`src/logic/ccp_pkg.sv`:
```
// Purpose: shared constants and types for the core clock / nmi front end
// Assumes: one clock domain, registers reached over a plain strobe port
// Notes:   offsets are byte addresses, registers are 32-bit words
`default_nettype none
package ccp_pkg;
  // ---------------------------------------------------------------
  // register map
  // ---------------------------------------------------------------
  localparam int unsigned ADDR_W        = 8;
  localparam int unsigned DATA_W        = 32;
  localparam logic [7:0]  OFF_PLL_CTL   = 8'h00;  // pll_control_reg
  localparam logic [7:0]  OFF_OP_MODE   = 8'h04;  // operating mode register
  localparam logic [7:0]  OFF_STATUS    = 8'h08;  // status register
  localparam logic [7:0]  OFF_PERIOD    = 8'h0C;  // measured input period

  // pll_control_reg fields
  localparam int unsigned PLL_ON_BIT    = 0;
  localparam int unsigned FACT_W        = 8;
  localparam int unsigned MUL_LSB       = 8;
  localparam int unsigned DIV_LSB       = 16;
  localparam logic [7:0]  MUL_RST       = 8'h01;
  localparam logic [7:0]  DIV_RST       = 8'h01;

  // operating mode and status fields
  localparam int unsigned ASYNC_ARB_BIT = 0;
  localparam int unsigned NMI_SEEN_BIT  = 0;
  localparam int unsigned PLL_LOCK_BIT  = 1;
  localparam int unsigned CLK_OUT_BIT   = 2;

  // period measurement
  localparam int unsigned PER_W         = 16;
  localparam int unsigned ACC_W         = PER_W + FACT_W + 1;

  // register bus request bundle
  typedef struct packed {
    logic [ADDR_W-1:0] addr;
    logic [DATA_W-1:0] wdata;
    logic              wr;
    logic              rd;
  } ccp_bus_req_t;

  // bus arbitration inputs bundle (active low)
  typedef struct packed {
    logic bus_busy_n;
    logic bus_grant_n;
  } ccp_arb_t;
endpackage
`default_nettype wire

```
`src/logic/ccp_edge.sv`:
```
// Purpose: registered edge detector for a synchronous level
// Assumes: input already synchronous to clk_sys
// Notes:   rise and fall are one-cycle pulses, one cycle after the change
`default_nettype none
module ccp_edge (
  // clock and reset
  input  wire logic clk_sys,
  input  wire logic srst,
  // level in, pulses out
  input  wire logic level_in,
  output logic      rise,
  output logic      fall
);
  logic level_reg;

  // remember last level and flag its changes
  always_ff @(posedge clk_sys) begin
    if (srst) begin
      level_reg <= 1'b1;
      rise      <= 1'b0;
      fall      <= 1'b0;
    end else begin
      level_reg <= level_in;
      rise      <= level_in & ~level_reg;
      fall      <= ~level_in & level_reg;
    end
  end
endmodule
`default_nettype wire

```
`src/logic/ccp_core_clock.sv`:
```
// Purpose: clock front end: clock output synthesis, strap capture, nmi edge
//          capture and bus arbitration input sampling
// Assumes: ext_clock_in far slower than clk_sys, sampled as a plain input
// Notes:   synthesised clock must stay below half of clk_sys
//
// Contract
// - clock output follows internal core clock phase
// - pll on, factors one: output aligned to input
// - pll off: output is half input frequency
// - strap copied into pll on bit during reset
// - nmi falling edge after reset, synced to output clock
// - async arbitration bit frees busy/grant from clock timing
`default_nettype none
module ccp_core_clock
  import ccp_pkg::*;
#(
  parameter int unsigned PERIOD_W = ccp_pkg::PER_W
) (
  // clock and reset
  input  wire logic                  clk_sys,
  input  wire logic                  srst,
  // register port
  input  wire ccp_pkg::ccp_bus_req_t bus_req,
  output logic [ccp_pkg::DATA_W-1:0] rdata,
  // clock pins
  input  wire logic                  ext_clock_in,
  output logic                       crystal_drive_out,
  output logic                       core_clock_out,
  // strap and interrupt
  input  wire logic                  pll_init_strap,
  input  wire logic                  nmi_n,
  output logic                       nmi_request,
  // bus arbitration
  input  wire ccp_pkg::ccp_arb_t     arb_in,
  output logic                       bus_busy_seen,
  output logic                       bus_grant_seen,
  output logic                       async_arb_enable
);
  import ccp_pkg::*;

  // ---------------------------------------------------------------
  // registers
  // ---------------------------------------------------------------
  logic              pll_on_reg;
  logic [FACT_W-1:0] mul_reg;
  logic [FACT_W-1:0] div_reg;
  logic              nmi_seen_reg;
  logic              nmi_pend_reg;
  logic              locked_reg;
  logic [PERIOD_W-1:0] per_cnt_reg;
  logic [PERIOD_W-1:0] period_reg;
  logic [ACC_W-1:0]  acc_reg;
  logic [ACC_W-1:0]  acc_next;
  logic [ACC_W-1:0]  limit;
  logic              tick;
  logic              unity;
  logic              ext_rise;
  logic              nmi_fall;
  logic              clk_rise;
  logic [1:0]        busy_sync_reg;
  logic [1:0]        grant_sync_reg;
  logic              wr_ctl;
  logic              wr_mode;
  logic              wr_stat;

  assign wr_ctl  = bus_req.wr && (bus_req.addr == OFF_PLL_CTL);
  assign wr_mode = bus_req.wr && (bus_req.addr == OFF_OP_MODE);
  assign wr_stat = bus_req.wr && (bus_req.addr == OFF_STATUS);

  // ---------------------------------------------------------------
  // edge detection on the input clock and the interrupt pin
  // ---------------------------------------------------------------
  ccp_edge u_ext_edge (
    .clk_sys  (clk_sys),
    .srst     (srst),
    .level_in (ext_clock_in),
    .rise     (ext_rise),
    .fall     ()
  );

  ccp_edge u_nmi_edge (
    .clk_sys  (clk_sys),
    .srst     (srst),
    .level_in (nmi_n),
    .rise     (),
    .fall     (nmi_fall)
  );

  // oscillator drive is the inverted input, as a crystal amplifier would
  always_ff @(posedge clk_sys) begin
    if (srst) crystal_drive_out <= 1'b0;
    else      crystal_drive_out <= ~ext_clock_in;
  end

  // ---------------------------------------------------------------
  // pll control register
  // ---------------------------------------------------------------
  // strap level taken into the enable bit while reset is held
  always_ff @(posedge clk_sys) begin
    if (srst) begin
      pll_on_reg <= pll_init_strap;
      mul_reg    <= MUL_RST;
      div_reg    <= DIV_RST;
    end else if (wr_ctl) begin
      pll_on_reg <= bus_req.wdata[PLL_ON_BIT];
      mul_reg    <= (bus_req.wdata[MUL_LSB +: FACT_W] == '0) ? MUL_RST
                                                            : bus_req.wdata[MUL_LSB +: FACT_W];
      div_reg    <= (bus_req.wdata[DIV_LSB +: FACT_W] == '0) ? DIV_RST
                                                            : bus_req.wdata[DIV_LSB +: FACT_W];
    end
  end

  // operating mode: asynchronous arbitration select
  always_ff @(posedge clk_sys) begin
    if (srst)         async_arb_enable <= 1'b0;
    else if (wr_mode) async_arb_enable <= bus_req.wdata[ASYNC_ARB_BIT];
  end

  // ---------------------------------------------------------------
  // input period measurement
  // ---------------------------------------------------------------
  // counts clk_sys cycles between input rising edges, saturating
  always_ff @(posedge clk_sys) begin
    if (srst) begin
      per_cnt_reg <= '0;
      period_reg  <= '0;
      locked_reg  <= 1'b0;
    end else if (ext_rise) begin
      per_cnt_reg <= {{(PERIOD_W-1){1'b0}}, 1'b1};
      period_reg  <= per_cnt_reg;
      locked_reg  <= (per_cnt_reg != '0) && (per_cnt_reg != '1);
    end else if (per_cnt_reg != '1) begin
      per_cnt_reg <= per_cnt_reg + 1'b1;
    end
  end

  // ---------------------------------------------------------------
  // core clock synthesis
  // ---------------------------------------------------------------
  // phase accumulator: adds 2*mul per cycle, wraps at period*div, so the
  // output toggles 2*mul/div times per input period
  assign limit = ACC_W'(period_reg * div_reg);
  assign unity = (mul_reg == MUL_RST) && (div_reg == DIV_RST);

  always_comb begin
    acc_next = acc_reg + ACC_W'({mul_reg, 1'b0});
    tick     = 1'b0;
    if (acc_next >= limit) begin
      acc_next = acc_next - limit;
      tick     = 1'b1;
    end
  end

  // output clock: pll off halves input, pll on runs from the accumulator
  always_ff @(posedge clk_sys) begin
    if (srst) begin
      acc_reg        <= '0;
      core_clock_out <= 1'b0;
    end else if (!pll_on_reg) begin
      acc_reg <= '0;
      if (ext_rise) core_clock_out <= ~core_clock_out;
    end else if (!locked_reg) begin
      acc_reg <= '0;
    end else if (unity && ext_rise) begin
      acc_reg        <= '0;
      core_clock_out <= 1'b1;
    end else begin
      acc_reg <= acc_next;
      if (tick) core_clock_out <= ~core_clock_out;
    end
  end

  // rising edge of the output clock, the core clock phase reference
  assign clk_rise = tick && pll_on_reg && locked_reg && !core_clock_out
                 && !(unity && ext_rise)
                 || (!pll_on_reg && ext_rise && !core_clock_out)
                 || (pll_on_reg && locked_reg && unity && ext_rise && !core_clock_out);

  // ---------------------------------------------------------------
  // nonmaskable interrupt
  // ---------------------------------------------------------------
  // falling edge held pending until the next output clock rising edge
  always_ff @(posedge clk_sys) begin
    if (srst) begin
      nmi_pend_reg <= 1'b0;
      nmi_request  <= 1'b0;
    end else begin
      nmi_request <= nmi_pend_reg && clk_rise;
      if (nmi_fall)      nmi_pend_reg <= 1'b1;
      else if (clk_rise) nmi_pend_reg <= 1'b0;
    end
  end

  // sticky status copy, a new request beats a software clear
  always_ff @(posedge clk_sys) begin
    if (srst)                                   nmi_seen_reg <= 1'b0;
    else if (nmi_pend_reg && clk_rise)          nmi_seen_reg <= 1'b1;
    else if (wr_stat && bus_req.wdata[NMI_SEEN_BIT]) nmi_seen_reg <= 1'b0;
  end

  // ---------------------------------------------------------------
  // bus arbitration sampling
  // ---------------------------------------------------------------
  // two-stage synchronisers for the asynchronous mode
  always_ff @(posedge clk_sys) begin
    if (srst) begin
      busy_sync_reg  <= 2'h3;
      grant_sync_reg <= 2'h3;
    end else begin
      busy_sync_reg  <= {busy_sync_reg[0], arb_in.bus_busy_n};
      grant_sync_reg <= {grant_sync_reg[0], arb_in.bus_grant_n};
    end
  end

  // async mode takes synchronised levels any cycle, else only on clock edge
  always_ff @(posedge clk_sys) begin
    if (srst) begin
      bus_busy_seen  <= 1'b0;
      bus_grant_seen <= 1'b0;
    end else if (async_arb_enable) begin
      bus_busy_seen  <= ~busy_sync_reg[1];
      bus_grant_seen <= ~grant_sync_reg[1];
    end else if (clk_rise) begin
      bus_busy_seen  <= ~arb_in.bus_busy_n;
      bus_grant_seen <= ~arb_in.bus_grant_n;
    end
  end

  // ---------------------------------------------------------------
  // read port, data one cycle after the strobe, zero otherwise
  // ---------------------------------------------------------------
  always_ff @(posedge clk_sys) begin
    if (srst) begin
      rdata <= '0;
    end else begin
      rdata <= '0;
      if (bus_req.rd) begin
        if (bus_req.addr == OFF_PLL_CTL) begin
          rdata[PLL_ON_BIT]          <= pll_on_reg;
          rdata[MUL_LSB +: FACT_W]   <= mul_reg;
          rdata[DIV_LSB +: FACT_W]   <= div_reg;
        end else if (bus_req.addr == OFF_OP_MODE) begin
          rdata[ASYNC_ARB_BIT]       <= async_arb_enable;
        end else if (bus_req.addr == OFF_STATUS) begin
          rdata[NMI_SEEN_BIT]        <= nmi_seen_reg;
          rdata[PLL_LOCK_BIT]        <= locked_reg;
          rdata[CLK_OUT_BIT]         <= core_clock_out;
        end else if (bus_req.addr == OFF_PERIOD) begin
          rdata[PERIOD_W-1:0]        <= period_reg;
        end
      end
    end
  end
endmodule
`default_nettype wire

```
`config.mk`:
```
export PLATFORM = sky130hd
export DESIGN_NAME = ccp_core_clock
export DESIGN_NICKNAME = d
export VERILOG_FILES = /design/src/logic/ccp_pkg.sv /design/src/logic/ccp_edge.sv /design/src/logic/ccp_core_clock.sv
export SDC_FILE = /design/constraint.sdc
export NUM_CORES = 1
export LEC_CHECK = 0
export BUFFER_PORTS_ARGS = -buffer_cell sky130_fd_sc_hd__buf_4
export CAP_MARGIN = 0
export CORE_ASPECT_RATIO = 1.5
export CORE_MARGIN = 8
export CORE_UTILIZATION = 50
export CTS_CLUSTER_SIZE = 14
export DETAILED_ROUTE_END_ITERATION = 16
export PLACE_DENSITY_LB_ADDON = 0.1
export SLEW_MARGIN = 10
export SYNTH_ARGS = -nofsm -noshare
export SYNTH_HDL_FRONTEND = slang
export SYNTH_SLANG_ARGS = --single-unit
```
`constraint.sdc`:
```
create_clock -name clk_sys -period 12.4 [get_ports clk_sys]
set_input_delay 2.48 -clock clk_sys [delete_from_list [all_inputs] [get_ports clk_sys]]
set_output_delay 2.48 -clock clk_sys [all_outputs]
set_load 0.03 [all_outputs]
```
# == Word-level counts from Yosys, hierarchy flattened ==
# Cells that the tools add are included.
# Widths: inputs -> output; s select.
# totals
ff_bits,123
elab_cells,123
out_inout_bits,38
input_bits,49
# op_classes
n_eq_ne,8
addsub,3
mux,28
n_mul,1
reduce_logical,40
bitwise_logic,15
n_lt_le_gt_ge,1
# ops
operator,n
$add 25x9->25,1
$ge 25x24->1,1
$mux 25,1
$sub 25x24->25,1
$logic_not 8->1,3
$mul 16x8->24,1
$mux 8,3
$mux 1,20
$logic_and 1x1->1,18
$add 16x1->16 const B,1
$eq 8x1->1 const B,2
$eq 8x4->1 const B,2
$mux 16,1
$ne 16x16->1 const B,1
$reduce_bool 16->1,1
$mux 15,1
$mux 13,1
$not 1->1,13
$reduce_bool 2->1,6
$eq 8x3->1 const B,1
$reduce_or 4->1,2
$reduce_or 6->1,1
$reduce_or 2->1,2
$logic_not 1->1,3
7 further kinds,9

# == Longest topological paths before layout ==
# logic_depth
ltp_word,11
depth_mapped,33
ltp_nobuf,28

# == Modules after synthesis ==
# Synthesis repeated with hierarchy kept, for this count alone.
# hier_totals
cells_unflattened,1110
area_unflattened_um2,10142.2
# by_module_without_submodules
module,area_per_inst_um2,cells_each,instances,seq_area_each_um2
ccp_core_clock,9959.6,1098,1,2232.1
ccp_edge,91.3,6,2,60.1

# == Least setup slack after synthesis ==
# No wires, ideal clock.
# synth_path
path_type,reg-to-reg
startpoint,register div_reg[2]
endpoint,register bus_grant_seen
setup_time_ns,0.083
n_path_buf,3
path_stages_with_launch,30
arrival_time_ns,6.721
t_required_ns,12.317
period_less_slack_ns,6.804
setup_slack_ns,5.596
cell_sequence,dfxtp_1 clkbuf_1 clkbuf_1 nand2_1 fa_1 inv_1 fa_1 fa_1 inv_1 fa_1 inv_1 ha_1 o21ai_0 nor3_1 a221oi_1 nand2b_1 a21oi_1 o41ai_2 o2111ai_1 a21oi_1 xor2_1 ha_1 clkbuf_1 a21oi_1 o21ai_0 and2_1 a311oi_2 a211oi_1 or4b_1 o221ai_1
# synth_via
elab_chain_cells,10
word_cells_on_any_way,17
classes_between,1 x mul; 1 x order compare; 1 x eq/ne; 1 x mux; 13 x reduce/logical
# synth_rtl
element,line_no,source
from (decl),ccp_core_clock.sv:46,logic [FACT_W-1:0] div_reg;
from (signal assigned),ccp_core_clock.sv:108,div_reg <= (bus_req.wdata[DIV_LSB +: FACT_W] == '0) ? DIV_RST
$mul 16x8->24,ccp_core_clock.sv:142,assign limit = ACC_W'(period_reg * div_reg);
$ge 25x24->1,ccp_core_clock.sv:148,if (acc_next >= limit) begin
$mux 1,ccp_core_clock.sv:148,
$logic_and 1x1->1 (3 in a row),ccp_core_clock.sv:174,assign clk_rise = tick && pll_on_reg && locked_reg && !core_clock_out
$logic_and 1x1->1,ccp_core_clock.sv:175,&& !(unity && ext_rise)
$logic_or 1x1->1,ccp_core_clock.sv:176,|| (!pll_on_reg && ext_rise && !core_clock_out)
$logic_or 1x1->1 *,ccp_core_clock.sv:177,|| (pll_on_reg && locked_reg && unity && ext_rise && !core_clock_out);
$reduce_bool 2->1 (no source line) *,-,
to (signal assigned),ccp_core_clock.sv:222,bus_grant_seen <= ~grant_sync_reg[1];
to (signal assigned),ccp_core_clock.sv:225,bus_grant_seen <= ~arb_in.bus_grant_n;
to (decl),ccp_core_clock.sv:36,"output logic bus_grant_seen,"
# Every way passes the cells marked *; elsewhere a longest branch is shown, timed or not.
# A chain may end at the register's enable or synchronous reset.

# == Worst setup path after layout ==
# layout_path
startpoint,register div_reg[6]
endpoint,register bus_busy_seen
# layout_via
elab_chain_cells,10
word_cells_on_any_way,17
classes_between,1 x mul; 1 x order compare; 1 x eq/ne; 1 x mux; 13 x reduce/logical
# layout_rtl
element,line_no,source
$mul 16x8->24,ccp_core_clock.sv:142,
$ge 25x24->1,ccp_core_clock.sv:148,
$mux 1,ccp_core_clock.sv:148,
$logic_and 1x1->1 (3 in a row),ccp_core_clock.sv:174,
$logic_and 1x1->1,ccp_core_clock.sv:175,
$logic_or 1x1->1,ccp_core_clock.sv:176,
$logic_or 1x1->1 *,ccp_core_clock.sv:177,
$reduce_bool 2->1 (no source line) *,-,
to (signal assigned),ccp_core_clock.sv:221,bus_busy_seen <= ~busy_sync_reg[1];
to (signal assigned),ccp_core_clock.sv:224,bus_busy_seen <= ~arb_in.bus_busy_n;
to (decl),ccp_core_clock.sv:35,"output logic bus_busy_seen,"
# Marked as above.

==> flow_summary.ini <==
[pwr]
switching_share_pct = 24.5
p_seq_share_pct = 40.2
combPwrFrac_pct = 5.0
power.leakage_nw = 5.29
p_int_w = 0.000707
ir_worst_vdd_uv = 88.7
cellPowerDensity_mw_per_mm2 = 83.6
clkPwrFrac_pct = 54.8
finalPower_w = 0.000937
switchingPower_w = 0.000230

[synth]
ys_types = 67
synth_top_family_by_area = adder cells
synth_xor_area_share_pct = 5.71
synthesis.area_sq_mm = 0.00996
synth_compound_area_share_pct = 13.2
synthArstFlopShare_pct = 0
synth.area.top_cells = dfxtp_1 (23%), fa_1 (17%), ha_1 (9.8%)
ys_warn_count = 0
synthAdderAreaFrac_pct = 27.1
synth_top_area_share_pct = 22.9
avgSynthCellArea_sq_um = 8.87
yosysSeqAreaShare_pct = 23.2
yosys.area.top_type = dfxtp_1
ys_ff_latch = 115
synth-edff-count = 1
yosys.area_share.simple_pct = 21.9
ys.flop_type = dfxtp_1
muxShareOfSynthArea_pct = 2.85
synthCells = 1124

[route]
wl_per_cell_um = 17.1
vias = 7958
routed_wl_mm = 24.6
firstDrtPassIters = 5
drc = 0
drt_iter0_markers = 311
routed_via_density = 5.53
ant_nets = 0

[die]
die_h_um = 189
start_util_pct = 50.8
die_w_um = 131
boundaryPins = 87
design.core.area_sq_mm = 0.0196
std_cell_rows = 63
die_area_sq_mm = 0.0248

[timing]
fin_worst_skew_ps = 10.4
relSlewSlack_pct = 32.9
worst_pin_slew_ps = 996
setup_violations = 0
finalHoldViolCount = 0
period_needed_ps = 8160
maxSlewViolCount = 0
fin_tns_setup_ps = 0
fin_crit_sh_pct = 65.8
hold_slack_ps = 394
rsz0062_at_grt = false
fmax_mhz = 123

[global_route]
grt_util_met3_pct = 3.55
grt_pass1_vias = 8393
track_usage_pct = 20.7
grt.overflow.total = 0
busiest_layer = met2
antenna_found_initial = 0
use_met1_pct = 22.3
grt_pass1_wl_mm = 41.7
grt_max_degree = 43
use_met2_pct = 39.3

[final_layout]
layout_common_cells = and2_1 (117), dfxtp_1 (114), inv_1 (97), nor2_1 (97), fa_1 (86)
antennaDiodeCount = 0
drive_gt1_share_pct = 10.7
largest_reg_flops = 25
layout.nets = 1378
area_growth_pct = 12.5
final_common_cell = and2_1
fill_cells = 1810

[clocking]
post_cts_resized = 0
cts-root-buf = clkbuf_16
cts.clk_slew.worst_paths_ps = 60
postCtsHoldBufs = 0
htreeDepth = 4
cts_tree = done
post-cts-setup-buffer-count = 0
clock-sinks = 115
clock_path_buffers = 2
cts_buffers = 17
clk_latency_ps = 420

[status]
status = completed

[placed_design]
io_buffers = 63
dpl.hpwl_mm = 19.0
place.gp.congestion = 0.816

[setup_path]
crit_slowest_cell = dfxtp_1
crit_required_ps = 12740
path_common_cell = fa_1
worst_ep_arrival_time_ps = 8500
slowest_delay_ps = 760
worstSetupPathType = flop to flop
end_kind = flop
start_kind = flop
crit_fanout = 38

[run]
cap_violations = 0

[min_path]
hp-class = flop to flop
## cells by family after synthesis
group / count (synthesis)
AOI/OAI and AO/OA: 185
xor gates and xnor gates: 65
adders and majority gates: 164
buffers and inverters: 149
DFF: 115
muxes: 27
other: 1
and+or+nand+nor: 418
## metrics by stage
step / setup WS, ps / cells / util [%] / instance area [sq um]
finish: 4240 / 1438 / 57.1 / 11200
global route: 3700 / 1438 / 57.1 / 11200
CTS: 4160 / 1438 / 57.1 / 11200
detailed placement: 4240 / 1406 / 54.0 / 10600
global placement: 4200 / 1406 / 54.0 / 10600
floorplan: 5600 / 1131 / - / 9990
## power groups by stage
stage	registers, W	clock network, W	logic [W]
2_1_floorplan	0.000385	0	0.0000320
3_3_place_gp	0.000385	0	0.0000468
3_5_place_dp	0.000385	0	0.0000470
4_1_cts	0.000377	0.000523	0.0000473
5_1_grt	0.000377	0.000541	0.0000518
6_report	0.000377	0.000513	0.0000471
## synthesized netlist by cell type, types with 3 or more instances
cell        n
a211oi_1    5
a21boi_0    3
a21o_1     14
a21oi_1    67
a22o_1     22
and2_1    117
and3_1      5
and4_1      6
buf_2       4
buf_4      10
clkbuf_1   35
dfxtp_1   114
fa_1       86
ha_1       78
inv_1      97
mux2i_1    25
nand2_1    74
nand2b_1    8
nand3_1    21
nand3b_1    3
nand4_1    15
nor2_1     97
nor2b_1     9
nor3_1     25
nor4_1      8
nor4b_1     3
o211ai_1    3
o21a_1     11
o21ai_0    18
o21bai_1    8
o221ai_1    3
o31a_1      4
o41ai_2     3
or2_2       9
or3_1       8
xnor2_1    33
xor2_1     32
## layer usage
metal	up-vias	routed length, um
li1	3854	-
met1	3881	9880
met2	168	13100
met3	55	927
met4	0	713
met5	-	0
## worst max-delay path: cells and delay by family, from the launching register on
family                   cells  cell delay (ps)
adder cells (fa/ha/maj)      6             2770
AO/OA/AOI/OAI               11             2480
AND/OR/NAND/NOR              5             1280
flip-flops                   1              760
buffers and inverters        3              550
XOR/XNOR                     1              220
## cell type report
cell class	instances	area [sq um]	share of cell area, %
Clock inverter	14	163	1.45
Timing Repair Buffer	66	495	4.42
Inverter	98	368	3.28
Multi-Input combinational cell	867	7100	63.3
Tap cell	260	325	2.90
Clock buffer	18	450	4.02
Sequential cell	115	2310	20.6
## path summary, 6_finish.rpt
path,from,cells past startpoint,slack (ps),endpoint
worst min register to register,u_ext_edge.level_reg$_SDFF_PP1_,1,390,u_ext_edge.rise$_SDFF_PP0_
worst max-delay path,div_reg[6]$_SDFFE_PP0P_,26,4240,bus_busy_seen$_SDFFE_PP0P_
worst min-delay path,u_ext_edge.level_reg$_SDFF_PP1_,1,390,u_ext_edge.rise$_SDFF_PP0_
worst max register to register,div_reg[6]$_SDFFE_PP0P_,26,4240,bus_busy_seen$_SDFFE_PP0P_
Power figures use the tool's default switching activity.
